File: src/core/npw_pkg.sv
package npw_pkg;
  // bus geometry and register indices (byte address = index * 4)
  localparam int unsigned ADDR_W = 12;
  localparam logic [9:0] IDX_CTRL = 10'h000;
  localparam logic [9:0] IDX_STATUS = 10'h001;
  localparam logic [9:0] IDX_RHEOSTAT0_SETTING = 10'h002;
  localparam logic [9:0] IDX_RHEOSTAT1_SETTING = 10'h003;
  localparam logic [9:0] IDX_RH0_INIT = 10'h004;
  localparam logic [9:0] IDX_RH1_INIT = 10'h005;
  localparam logic [9:0] IDX_RH0_CNT = 10'h006;
  localparam logic [9:0] IDX_RH1_CNT = 10'h007;
  localparam logic [9:0] IDX_START = 10'h0ba;
  localparam logic [9:0] IDX_PAT_FIRST = 10'h0c2;
  localparam logic [9:0] IDX_PAT_LAST = 10'h0fc;
  // pattern range as pointer values
  localparam logic [7:0] PAT_FIRST = 8'hc2;
  localparam logic [7:0] PAT_LAST = 8'hfc;
  localparam int unsigned PAT_BYTES = 59;
  // control register fields
  localparam int unsigned CTRL_MODE_LSB = 0;
  localparam int unsigned CTRL_WRAP = 2;
  localparam int unsigned CTRL_ALIGN = 3;
  localparam int unsigned CTRL_PATH0 = 4;
  localparam int unsigned CTRL_PATH1 = 5;
  localparam int unsigned CTRL_POL0 = 6;
  localparam int unsigned CTRL_POL1 = 7;
  // reset values
  localparam logic [7:0] CTRL_RESET = 8'h00;
  localparam logic [7:0] START_RESET = 8'h00;
  localparam logic [9:0] RH_INIT_RESET = 10'h000;
  // rheostat counter limits
  localparam logic [9:0] RH_MAX = 10'h3ff;
  localparam logic [9:0] RH_MIN = 10'h000;

  typedef enum logic [1:0] {
    CONV_BYTE = 2'b00,
    CONV_NIBBLE = 2'b01,
    CONV_PAIR = 2'b10,
    CONV_SERIAL = 2'b11
  } npw_conv_e;

  typedef enum logic [2:0] {
    GS_START = 3'b001,
    GS_RUN = 3'b010,
    GS_HOLD = 3'b100
  } npw_gen_e;

  typedef struct packed {
    logic path;
    logic align;
    logic pol;
  } npw_rh_cfg_s;

  typedef struct packed {
    logic gen_clk;
    logic pattern_reset_n;
    logic [1:0] load;
    logic [1:0] step;
    logic [1:0] dir;
  } npw_matrix_in_s;

  // index of the last sub-word of a byte for a mode
  function automatic logic [2:0] npw_last_sub(input npw_conv_e m);
    case (m)
      CONV_BYTE: npw_last_sub = 3'h0;
      CONV_NIBBLE: npw_last_sub = 3'h1;
      CONV_PAIR: npw_last_sub = 3'h3;
      default: npw_last_sub = 3'h7;
    endcase
  endfunction

  // sub-word of a byte, most significant first, in the low bits
  function automatic logic [7:0] npw_subword(input logic [7:0] b,
      input npw_conv_e m, input logic [2:0] s);
    case (m)
      CONV_BYTE: npw_subword = b;
      CONV_NIBBLE: npw_subword = s[0] ? {4'h0, b[3:0]} : {4'h0, b[7:4]};
      CONV_PAIR: npw_subword = {6'h00, 2'(b >> (3'h6 - {s[1:0], 1'b0}))};
      default: npw_subword = {7'h00, b[3'h7 - s]};
    endcase
  endfunction

  // placement of a pattern byte in a 10-bit counter
  function automatic logic [9:0] npw_map(input logic [7:0] b,
      input logic align);
    npw_map = align ? {2'b00, b} : {b, 2'b00};
  endfunction
endpackage

File: src/core/npw_rheostat.sv
`timescale 1ns/10ps
module npw_rheostat
  import npw_pkg::*;
#(
  parameter logic [9:0] INIT_RESET = RH_INIT_RESET
) (
  // clock and reset
  input wire logic pclk,
  input wire logic presetn,
  // control from the converter
  input wire npw_rh_cfg_s cfg,
  input wire logic [7:0] gen_data,
  input wire logic [9:0] init_value,
  input wire logic load_tick,
  input wire logic step_tick,
  input wire logic dir,
  input wire logic set_wr,
  input wire logic [9:0] set_data,
  // counter state
  output logic [9:0] setting,
  output logic [9:0] count
);
  typedef struct packed {
    logic [9:0] setting;
    logic [9:0] count;
  } npw_rh_s;

  npw_rh_s q;
  npw_rh_s next_q;
  logic up;

  // write beats load, load beats step
  always_comb begin
    next_q = q;
    up = dir ^ cfg.pol;
    if (set_wr) begin
      next_q.setting = set_data;
      next_q.count = set_data;
    end else if (load_tick) begin
      if (cfg.path) begin
        next_q.count = npw_map(gen_data, cfg.align);
      end else begin
        next_q.setting = init_value;
        next_q.count = init_value;
      end
    end else if (step_tick) begin
      // stepping works in pattern mode too, with saturation
      if (up && q.count != RH_MAX) begin
        next_q.count = q.count + 10'h001;
      end else if (!up && q.count != RH_MIN) begin
        next_q.count = q.count - 10'h001;
      end
    end
  end

  // power-on copies the stored setting into both
  always_ff @(posedge pclk or negedge presetn) begin
    if (!presetn) begin
      q <= {INIT_RESET, INIT_RESET};
    end else begin
      q <= next_q;
    end
  end

  assign setting = q.setting;
  assign count = q.count;
endmodule // npw_rheostat

File: src/core/npw_converter.sv
`timescale 1ns/10ps
module npw_converter
  import npw_pkg::*;
#(
  parameter logic [9:0] RH0_INIT = RH_INIT_RESET,
  parameter logic [9:0] RH1_INIT = RH_INIT_RESET
) (
  // clock and reset
  input wire logic pclk,
  input wire logic presetn,
  // apb slave
  input wire logic psel,
  input wire logic penable,
  input wire logic pwrite,
  input wire logic [ADDR_W-1:0] paddr,
  input wire logic [31:0] pwdata,
  output logic [31:0] prdata,
  output logic pready,
  output logic pslverr,
  // matrix side
  input wire npw_matrix_in_s mi,
  output logic [7:0] gen_data,
  output logic [1:0] rh_limit,
  output logic [9:0] rh0_count,
  output logic [9:0] rh1_count
);
  typedef struct packed {
    npw_gen_e gs;
    logic [7:0] ptr;
    logic [2:0] sub;
    logic [7:0] gen_data;
    logic [7:0] start;
    logic [7:0] ctrl;
    logic [9:0] init0;
    logic [9:0] init1;
    logic [PAT_BYTES-1:0][7:0] mem;
    logic gen_prev;
    logic [1:0] load_prev;
    logic [1:0] step_prev;
    logic [1:0] limit;
    logic pready;
    logic pslverr;
    logic [31:0] prdata;
  } npw_top_s;

  npw_top_s q;
  npw_top_s next_q;
  npw_conv_e mode;
  logic tick;
  logic [1:0] load_tick;
  logic [1:0] step_tick;
  logic [5:0] midx;
  logic [7:0] cur_byte;
  logic sub_done;
  logic [9:0] idx;
  logic [5:0] widx;
  logic addr_ok;
  logic wr_en;
  logic [9:0] set0;
  logic [9:0] set1;
  npw_rh_cfg_s cfg0;
  npw_rh_cfg_s cfg1;

  // edge detects on matrix inputs and byte fetch
  always_comb begin
    mode = npw_conv_e'(q.ctrl[CTRL_MODE_LSB +: 2]);
    tick = mi.gen_clk & ~q.gen_prev;
    load_tick = mi.load & ~q.load_prev;
    step_tick = mi.step & ~q.step_prev;
    midx = 6'(q.ptr - PAT_FIRST);
    cur_byte = q.mem[midx];
    sub_done = q.sub >= npw_last_sub(mode);
    idx = paddr[ADDR_W-1:2];
    widx = 6'(idx - IDX_PAT_FIRST);
    addr_ok = (paddr[1:0] == 2'b00) &&
      (idx <= IDX_RH1_CNT || idx == IDX_START ||
       (idx >= IDX_PAT_FIRST && idx <= IDX_PAT_LAST));
    wr_en = psel & penable & q.pready & pwrite & ~q.pslverr;
  end

  // rheostat configuration from control bits
  always_comb begin
    cfg0.path = q.ctrl[CTRL_PATH0];
    cfg0.align = q.ctrl[CTRL_ALIGN];
    cfg0.pol = q.ctrl[CTRL_POL0];
    cfg1.path = q.ctrl[CTRL_PATH1];
    cfg1.align = q.ctrl[CTRL_ALIGN];
    cfg1.pol = q.ctrl[CTRL_POL1];
  end

  // next state: generator, bus and input history
  always_comb begin
    next_q = q;
    next_q.gen_prev = mi.gen_clk;
    next_q.load_prev = mi.load;
    next_q.step_prev = mi.step;
    next_q.limit[0] = (rh0_count == RH_MAX) || (rh0_count == RH_MIN);
    next_q.limit[1] = (rh1_count == RH_MAX) || (rh1_count == RH_MIN);
    next_q.pready = 1'b0;
    next_q.pslverr = 1'b0;
    // generator
    if (!mi.pattern_reset_n) begin
      next_q.gs = GS_START;
      next_q.ptr = PAT_FIRST;
      next_q.sub = 3'h0;
      next_q.gen_data = q.start;
    end else if (tick) begin
      case (q.gs)
        GS_START, GS_RUN, GS_HOLD: begin
          next_q.gen_data = npw_subword(cur_byte, mode, q.sub);
          next_q.gs = GS_RUN;
          if (sub_done) begin
            next_q.sub = 3'h0;
            if (q.ptr != PAT_LAST) begin
              next_q.ptr = q.ptr + 8'h01;
            end else if (q.ctrl[CTRL_WRAP]) begin
              next_q.gs = GS_HOLD;
            end else begin
              next_q.ptr = PAT_FIRST;
            end
          end else begin
            next_q.sub = q.sub + 3'h1;
          end
        end
        default: begin
          next_q.gs = GS_START;
        end
      endcase
    end
    // apb access phase: one wait state, then answer
    if (psel && penable && !q.pready) begin
      next_q.pready = 1'b1;
      next_q.pslverr = ~addr_ok;
      next_q.prdata = 32'h0000_0000;
      if (addr_ok) begin
        if (idx == IDX_CTRL) begin
          next_q.prdata = {24'h00_0000, q.ctrl};
        end else if (idx == IDX_STATUS) begin
          next_q.prdata = {16'h0000, q.limit, q.gs, q.sub, q.ptr};
        end else if (idx == IDX_RHEOSTAT0_SETTING) begin
          next_q.prdata = {22'h00_0000, set0};
        end else if (idx == IDX_RHEOSTAT1_SETTING) begin
          next_q.prdata = {22'h00_0000, set1};
        end else if (idx == IDX_RH0_INIT) begin
          next_q.prdata = {22'h00_0000, q.init0};
        end else if (idx == IDX_RH1_INIT) begin
          next_q.prdata = {22'h00_0000, q.init1};
        end else if (idx == IDX_RH0_CNT) begin
          next_q.prdata = {22'h00_0000, rh0_count};
        end else if (idx == IDX_RH1_CNT) begin
          next_q.prdata = {22'h00_0000, rh1_count};
        end else if (idx == IDX_START) begin
          next_q.prdata = {24'h00_0000, q.start};
        end else begin
          next_q.prdata = {24'h00_0000, q.mem[widx]};
        end
      end
    end
    // writes take effect at the completing edge
    if (wr_en) begin
      if (idx == IDX_CTRL) begin
        next_q.ctrl = pwdata[7:0];
      end else if (idx == IDX_RH0_INIT) begin
        next_q.init0 = pwdata[9:0];
      end else if (idx == IDX_RH1_INIT) begin
        next_q.init1 = pwdata[9:0];
      end else if (idx == IDX_START) begin
        next_q.start = pwdata[7:0];
      end else if (idx >= IDX_PAT_FIRST && idx <= IDX_PAT_LAST) begin
        next_q.mem[widx] = pwdata[7:0];
      end
    end
  end

  // state register; power-up shows the start value
  always_ff @(posedge pclk or negedge presetn) begin
    if (!presetn) begin
      q <= '0;
      q.gs <= GS_START;
      q.ptr <= PAT_FIRST;
      q.gen_data <= START_RESET;
      q.start <= START_RESET;
      q.ctrl <= CTRL_RESET;
      q.init0 <= RH0_INIT;
      q.init1 <= RH1_INIT;
    end else begin
      q <= next_q;
    end
  end

  // two rheostat counters
  npw_rheostat #(.INIT_RESET(RH0_INIT)) u_rh0 (
    .pclk(pclk),
    .presetn(presetn),
    .cfg(cfg0),
    .gen_data(q.gen_data),
    .init_value(q.init0),
    .load_tick(load_tick[0]),
    .step_tick(step_tick[0]),
    .dir(mi.dir[0]),
    .set_wr(wr_en && idx == IDX_RHEOSTAT0_SETTING),
    .set_data(pwdata[9:0]),
    .setting(set0),
    .count(rh0_count)
  );

  npw_rheostat #(.INIT_RESET(RH1_INIT)) u_rh1 (
    .pclk(pclk),
    .presetn(presetn),
    .cfg(cfg1),
    .gen_data(q.gen_data),
    .init_value(q.init1),
    .load_tick(load_tick[1]),
    .step_tick(step_tick[1]),
    .dir(mi.dir[1]),
    .set_wr(wr_en && idx == IDX_RHEOSTAT1_SETTING),
    .set_data(pwdata[9:0]),
    .setting(set1),
    .count(rh1_count)
  );

  // outputs
  assign gen_data = q.gen_data;
  assign rh_limit = q.limit;
  assign prdata = q.prdata;
  assign pready = q.pready;
  assign pslverr = q.pslverr;

  // fetched byte one cycle back, for checking
  logic [7:0] cur_d;
  always_ff @(posedge pclk or negedge presetn) begin
    if (!presetn) begin
      cur_d <= 8'h00;
    end else begin
      cur_d <= cur_byte;
    end
  end
endmodule // npw_converter

File: config.mk
export PLATFORM = sky130hd
export DESIGN_NAME = npw_converter
export DESIGN_NICKNAME = d
export VERILOG_FILES = /design/src/core/npw_pkg.sv /design/src/core/npw_rheostat.sv /design/src/core/npw_converter.sv
export SDC_FILE = /design/constraint.sdc
export NUM_CORES = 1
export LEC_CHECK = 0
export BUFFER_PORTS_ARGS = -buffer_cell sky130_fd_sc_hd__buf_2
export CAP_MARGIN = 20
export CORE_MARGIN = 8
export CORE_UTILIZATION = 28
export DETAILED_ROUTE_END_ITERATION = 8
export PLACE_DENSITY_LB_ADDON = 0.3
export SETUP_SLACK_MARGIN = 0.15
export SYNTH_ARGS = -nofsm -noshare
export SYNTH_HDL_FRONTEND = slang
export SYNTH_SLANG_ARGS = --single-unit
export TNS_END_PERCENT = 5
File: constraint.sdc
create_clock -name pclk -period 4.4 [get_ports pclk]
set_input_delay 0.44 -clock pclk [delete_from_list [all_inputs] [get_ports pclk]]
set_output_delay 0.44 -clock pclk [all_outputs]
set_load 0.01 [all_outputs]
# --- Yosys cells after proc, flatten, opt, wreduce, memory -nomap -nowiden ---
# Index checks and enable logic that the tools add are counted.
word_totals:
  wordCells: 232
  reg_bits: 611
  output_inout_bits: 64
classes:
  n_eq_ne: 24
  bitwise: 18
  n_shift: 1
  magnitude_cmp: 8
  n_reduce_logical: 43
  add_sub_neg: 10
  n_mux: 50
ops:
  columns: ["cell", "count"]
  rows:
  - ["bitwise mux 472 bit", 1]
  - ["2-to-1 mux 10 bit", 21]
  - ["binary-select mux 8 bit (select 6 bit)", 2]
  - ["demux 8 bit (select 6 bit)", 1]
  - ["2-to-1 mux 16 bit", 3]
  - ["2-to-1 mux 8 bit", 6]
  - ["2-to-1 mux 22 bit", 2]
  - ["equality test 10 x 3 -> 1 bit (second input constant)", 4]
  - ["2-to-1 mux 20 bit", 2]
  - ["2-to-1 mux 34 bit", 1]
  - ["logical NOT 10 bit", 3]
  - ["case mux 8 bit (3 select lines)", 1]
  - ["adder 10 x 1 -> 10 bit (second input constant)", 2]
  - ["equality test 10 bit (second input constant)", 2]
  - ["equality test 10 x 2 -> 1 bit (second input constant)", 2]
  - ["!= test 10 bit (second input constant)", 2]
  - ["nonzero test 10 bit", 2]
  - ["subtractor 10 x 1 -> 10 bit (second input constant)", 2]
  - ["2-to-1 mux 19 bit", 1]
  - ["less-than comparator 6 x 7 -> 1 bit (second input constant)", 2]
  - ["2-to-1 mux 3 bit", 4]
  - ["AND reduction 2 bit", 6]
  - ["subtractor 6 x 2 -> 6 bit (second input constant)", 2]
  - ["logical AND 1 bit", 11]
  - ["other kinds (41)", 69]

# --- Logic depth before layout (Yosys ltp) ---
depth:
  word_depth: 14
  mapped_depth: 17
  ltp_nobuf: 14

# --- Cells and area by module ---
# A second synthesis with hierarchy kept.
unflattened:
  hier_cells: 2748
  hier_area_um2: 34290.4
by_module_without_submodules:
  columns: ["module", "area_per_inst_um2", "cells_each", "instances"]
  rows:
  - ["npw_converter", 31122.3, 2358, 1]
  - ["npw_rheostat", 1584.0, 195, 2]

# --- Least setup slack after synthesis ---
# OpenSTA, ideal clock, no wires.
synth_timing:
  path_kind: "input-to-reg"
  from: "input port paddr[3]"
  to: "register q (netlist bit prdata[2])"
  setup_slack_ps: 404
  t_arrival_ps: 3862
  setup_time_ps: 134
  path_stages: 14
  n_path_buf: 7
  required_ps: 4266
  cell_sequence: "buf_2 buf_2 buf_2 buf_2 clkinv_1 ha_1 buf_2 xor2_1 buf_4 buf_4 mux4_2 nor2b_1 o41ai_1 a31oi_1"
synth_via:
  elab_chain_len: 13
synth_lines:
  columns: ["item", "line_no", "source"]
  rows:
  - ["from (decl)", "npw_converter.sv:15", "input wire logic [ADDR_W-1:0] paddr,"]
  - ["subtractor 6 x 2 -> 6 bit", "npw_converter.sv:74", "widx = 6'(idx - IDX_PAT_FIRST);"]
  - ["binary-select mux 8 bit (select 6 bit)", "npw_converter.sv:155", "next_q.prdata = {24'h00_0000, q.mem[widx]};"]
  - ["2-to-1 mux 8 bit (implied by the code)", "npw_converter.sv:155", null]
  - ["2-to-1 mux 8 bit", "npw_converter.sv:152", "end else if (idx == IDX_START) begin"]
  - ["2-to-1 mux 10 bit", "npw_converter.sv:150", "end else if (idx == IDX_RH1_CNT) begin"]
  - ["2-to-1 mux 10 bit", "npw_converter.sv:148", "end else if (idx == IDX_RH0_CNT) begin"]
  - ["2-to-1 mux 10 bit", "npw_converter.sv:146", "end else if (idx == IDX_RH1_INIT) begin"]
  - ["2-to-1 mux 10 bit", "npw_converter.sv:144", "end else if (idx == IDX_RH0_INIT) begin"]
  - ["2-to-1 mux 10 bit", "npw_converter.sv:142", "end else if (idx == IDX_RHEOSTAT1_SETTING) begin"]
  - ["2-to-1 mux 10 bit", "npw_converter.sv:140", "end else if (idx == IDX_RHEOSTAT0_SETTING) begin"]
  - ["2-to-1 mux 16 bit", "npw_converter.sv:138", "end else if (idx == IDX_STATUS) begin"]
  - ["2-to-1 mux 16 bit", "npw_converter.sv:136", "if (idx == IDX_CTRL) begin"]
  - ["2-to-1 mux 16 bit *", "npw_converter.sv:135", "if (addr_ok) begin"]
  - ["to (signal assigned)", "npw_converter.sv:187", "q <= next_q;"]
  - ["to (decl)", "npw_converter.sv:46", "npw_top_s q;"]
# Mark *: on every way between the ends. The rest lies on a longest branch, timed or not. The select of a mux whose other input is x is not followed.
# A chain may end at the register's enable or synchronous reset.

# --- Worst setup path after layout ---
layout_timing:
  from: "register q[561] (netlist bit)"
  to: "register gen_data[0] (netlist name)"
layout_via:
  elab_chain_len: 9
layout_lines:
  columns: ["item", "line_no", "source"]
  rows:
  - ["subtractor 6 x 2 -> 6 bit *", "npw_converter.sv:70", "midx = 6'(q.ptr - PAT_FIRST);"]
  - ["binary-select mux 8 bit (select 6 bit) *", "npw_converter.sv:71", "cur_byte = q.mem[midx];"]
  - ["2-to-1 mux 8 bit (implied by the code) *", "npw_converter.sv:71", null]
  - ["binary-select mux 1 bit (select 3 bit)", "npw_pkg.sv:79", "default: npw_subword = {7'h00, b[3'h7 - s]};"]
  - ["2-to-1 mux 1 bit (implied by the code)", "npw_pkg.sv:79", null]
  - ["case mux 8 bit (3 select lines) *", "npw_pkg.sv:75", "case (m)"]
  - ["2-to-1 mux 19 bit *", "npw_converter.sv:108", "case (q.gs)"]
  - ["2-to-1 mux 22 bit *", "npw_converter.sv:107", "end else if (tick) begin"]
  - ["2-to-1 mux 22 bit *", "npw_converter.sv:102", "if (!mi.pattern_reset_n) begin"]
# Marks and branches as above.

==> summary.md <==
| Metric | Value |
|---|---|
| DPL Wire Length | `73.6 mm` |
| Vias | `23,100` |
| FF-to-FF path depth | `12` |
| Final core occ | `32.0%` |
| Floorplan Core Area | `121,000 µm²` |
| Hold Path Stages | `2` |
| DIE WIDTH | `364 µm` |
| Vias in the first global route | `23,600` |
| Main synth FF type | `dfrtp_1` |
| Area delta synth->final | `14.1%` |
| Initial antenna violation count | `6` |
| Placed insts | `4,204` |
| Synth cell types | `91` |
| Clock latency on the worst-skew pair | `0.64 ns` |
| Cts repair resizes | `0` |
| IO Pins | `121` |
| Starting density of the core | `28.1%` |
| Final Setup Violations | `0` |
| Worst Hold Launch | `pwdata[9]` |
| GRT Total Usage | `16.0%` |
| Num CTS Buffers | `71` |
| RSZ-0062 raised after global routing | `no` |
| Post-route minimum period | `4.02 ns` |
| Clock root buffer master | `clkbuf_16` |
| Worst r2r src | `q[561]` |
| Post-CTS Setup Bufs | `0` |
| CP endpoint kind | `register` |
| Power Dens Cells | `336 nW/µm²` |
| 1st-iter DRT viols | `1,938` |
| Worst Tran Pin Value | `1.07 ns` |
| Flops & latches, synth | `595` |
| # port buffers | `82` |
| Peak supply drop | `0.000229 V` |
| Final period utilization | `91.4%` |
| Antenna Nets Post-Route | `0` |
| Final hold vios | `0` |
| Maximum clock rate | `249 MHz` |
| Avg WL per Cell | `24.7 µm` |
| Routed WL | `107 mm` |
| Crit Path Category | `register to register` |
| Pleak | `17.3 nW` |
| Fill cells | `12,200` |
| Setup TNS | `0 ns` |
| CTS tree | `done` |
| FP Rows | `128` |
| Hold endpoint | `q[522]` |
| RR Endpoint | `gen_data[0]` |
| Critical Path Source Type | `register` |
| R2R Setup Slk | `0.38 ns` |
| Die height | `364 µm` |
| Post-route DRC | `0` |
| CTS Hold Bufs | `6` |
| First-pass GRT wire length | `162 mm` |
| Htree depth | `3` |
| Area of the multi-input gates | `17,800 µm²` |
| Slew Limit Fails | `0` |
| Final clock skew | `0.0248 ns` |
| Grt ovf | `0` |
| Mean Syn Cell Area | `13.0 µm²` |
| Non-Filler Instances | `4,339` |
| NumNets Final | `2,746` |
| Crit-path max FO | `11` |
| Die area | `133,000 µm²` |
| Max-Cap Viols | `0` |
| Min Hold Slack | `0.128 ns` |
| Final GP Congestion | `0.893` |
| Post-synth ARST share | `100%` |
| Clock Path Buffers | `3` |
| Worst path required time | `4.90 ns` |
| YS warnings | `0` |
| Reg area | `14,900 µm²` |
| Clock sink count | `595` |
| Status | `finished clean` |
| Syn Inst Count | `2,613` |
| Largest net degree at the start of global routing | `97` |
| DR pass1 iterations | `7` |
| Worst min path class | `input pin to register` |
| Number of synthesized flops with an enable pin | `0` |
| Cell Area, Synth | `34,000 µm²` |
| Vias per Instance | `5.32` |
| Clock transition at path regs | `0.06 ns` |
| Slew margin rel. | `28.6%` |
| Seq/Total Area, Yosys | `43.8%` |
| Layout cells sized above 1 | `42.0%` |
| Worst path arrival time | `4.52 ns` |
==> layer usage <==
metal	vias up	wire, µm	GRT usage, %
li1	9976	-	-
met1	12200	48300	22.5
met2	713	49200	25.3
met3	191	6320	2.83
met4	2	3350	4.68
met5	-	13	0
==> Yosys cell counts (32+ instances only) <==
cell type  instances  area (µm²)
dfrtp_1          591       14800
o22ai_1           34         213
clkbuf_1         112         420
nand3_1           32         160
buf_2             51         255
inv_1             39         146
o21ai_0           87         435
nor2_1           126         473
mux4_2           251        5650
nand2_1          151         567
buf_4             53         398
mux2i_1           56         561
a21oi_1           85         425
mux2_2           520        5860
==> how the worst max path moves through the flow <==
stage	from	to	slack (ns)	depth (start not counted)
2_1_floorplan	paddr[3]	prdata[2]	0.40	14
3_3_place_gp	paddr[2]	q[159]	0.45	10
3_5_place_dp	paddr[2]	q[159]	0.40	10
4_1_cts	q[561]	gen_data[0]	0.45	12
5_1_grt	q[561]	gen_data[0]	0.18	11
6_report	q[561]	gen_data[0]	0.38	12
==> layout make-up <==
type	count	area share, %
diodes	3	0.0193
clock buffers	103	5.35
clock inverters	22	0.874
inverters	42	0.410
multi-input cells	1752	45.8
flip-flops and latches	595	38.4
well taps	1625	5.24
repair buffers	197	3.94
==> layout by cell type, fill, tap and decap left out, drive strengths merged, types with 8 or more instances in the layout <==
master    n
inv      47
a22oi    14
nor2    154
nand2   151
mux2i    56
ha       28
a22o     11
mux2    520
nor3     22
o22ai    34
mux4    259
and3      8
a211oi    8
clkbuf  103
nor2b    29
o21a      8
a21boi    9
xnor2    13
a21oi    85
o211ai   29
nand2b   17
a31oi    13
conb     16
and2     13
nor4     17
o21ai    88
dfrtp   591
nand3    32
buf     191
nand4     8
clkinv    8
==> cells by family (layout without fill, tap and decap cells) <==
group           after synthesis  after routing  share of synthesized area (%)
mux                         835            835                           36.1
simple gates                482            482                           6.92
flops                       595            595                           43.8
compound gates              370            370                           7.15
buf+inv                     281            364                           4.26
xor+xnor                     19             19                          0.567
other cells                   1             19                         0.0110
fa+ha+maj                    30             30                           1.15
==> stage by stage <==
step | area, µm² | total power, mW | setup slack, ns
after floorplan | 34000 | 6.44 | 0.404
after CTS | 38800 | 13.2 | 0.450
after global placement | 36300 | 6.97 | 0.447
final | 38800 | 13.0 | 0.380
after detailed placement | 36300 | 6.97 | 0.400
after global routing | 38800 | 13.5 | 0.183
==> critical path: stages, from the launching register on <==
cell	delay (ns)
dfstp_4	0.49
inv_2	0.27
ha_2	0.41
xor2_4	0.55
buf_4	0.31
nor2_1	0.07
nor2_1	0.32
o32ai_2	0.16
a311oi_1	0.41
and3_4	0.32
mux2_2	0.16
a2111oi_1	0.08
nor4_1	0.34
==> where the power goes <==
group	switching (mW)	internal, mW
combinational	0.783	0.425
clock	2.46	3.71
sequential	0.123	5.54
total	3.36	9.67
==> sequential cells by signal, summed over array words and instances (netlist names), 3 cells and up <==
register / flops
u_rh0.setting: 10
gen_data: 8
u_rh0.count: 10
u_rh1.setting: 10
u_rh1.count: 10
cfg0: 3
prdata: 16
q: 520
(Power assumes the default switching activity.)
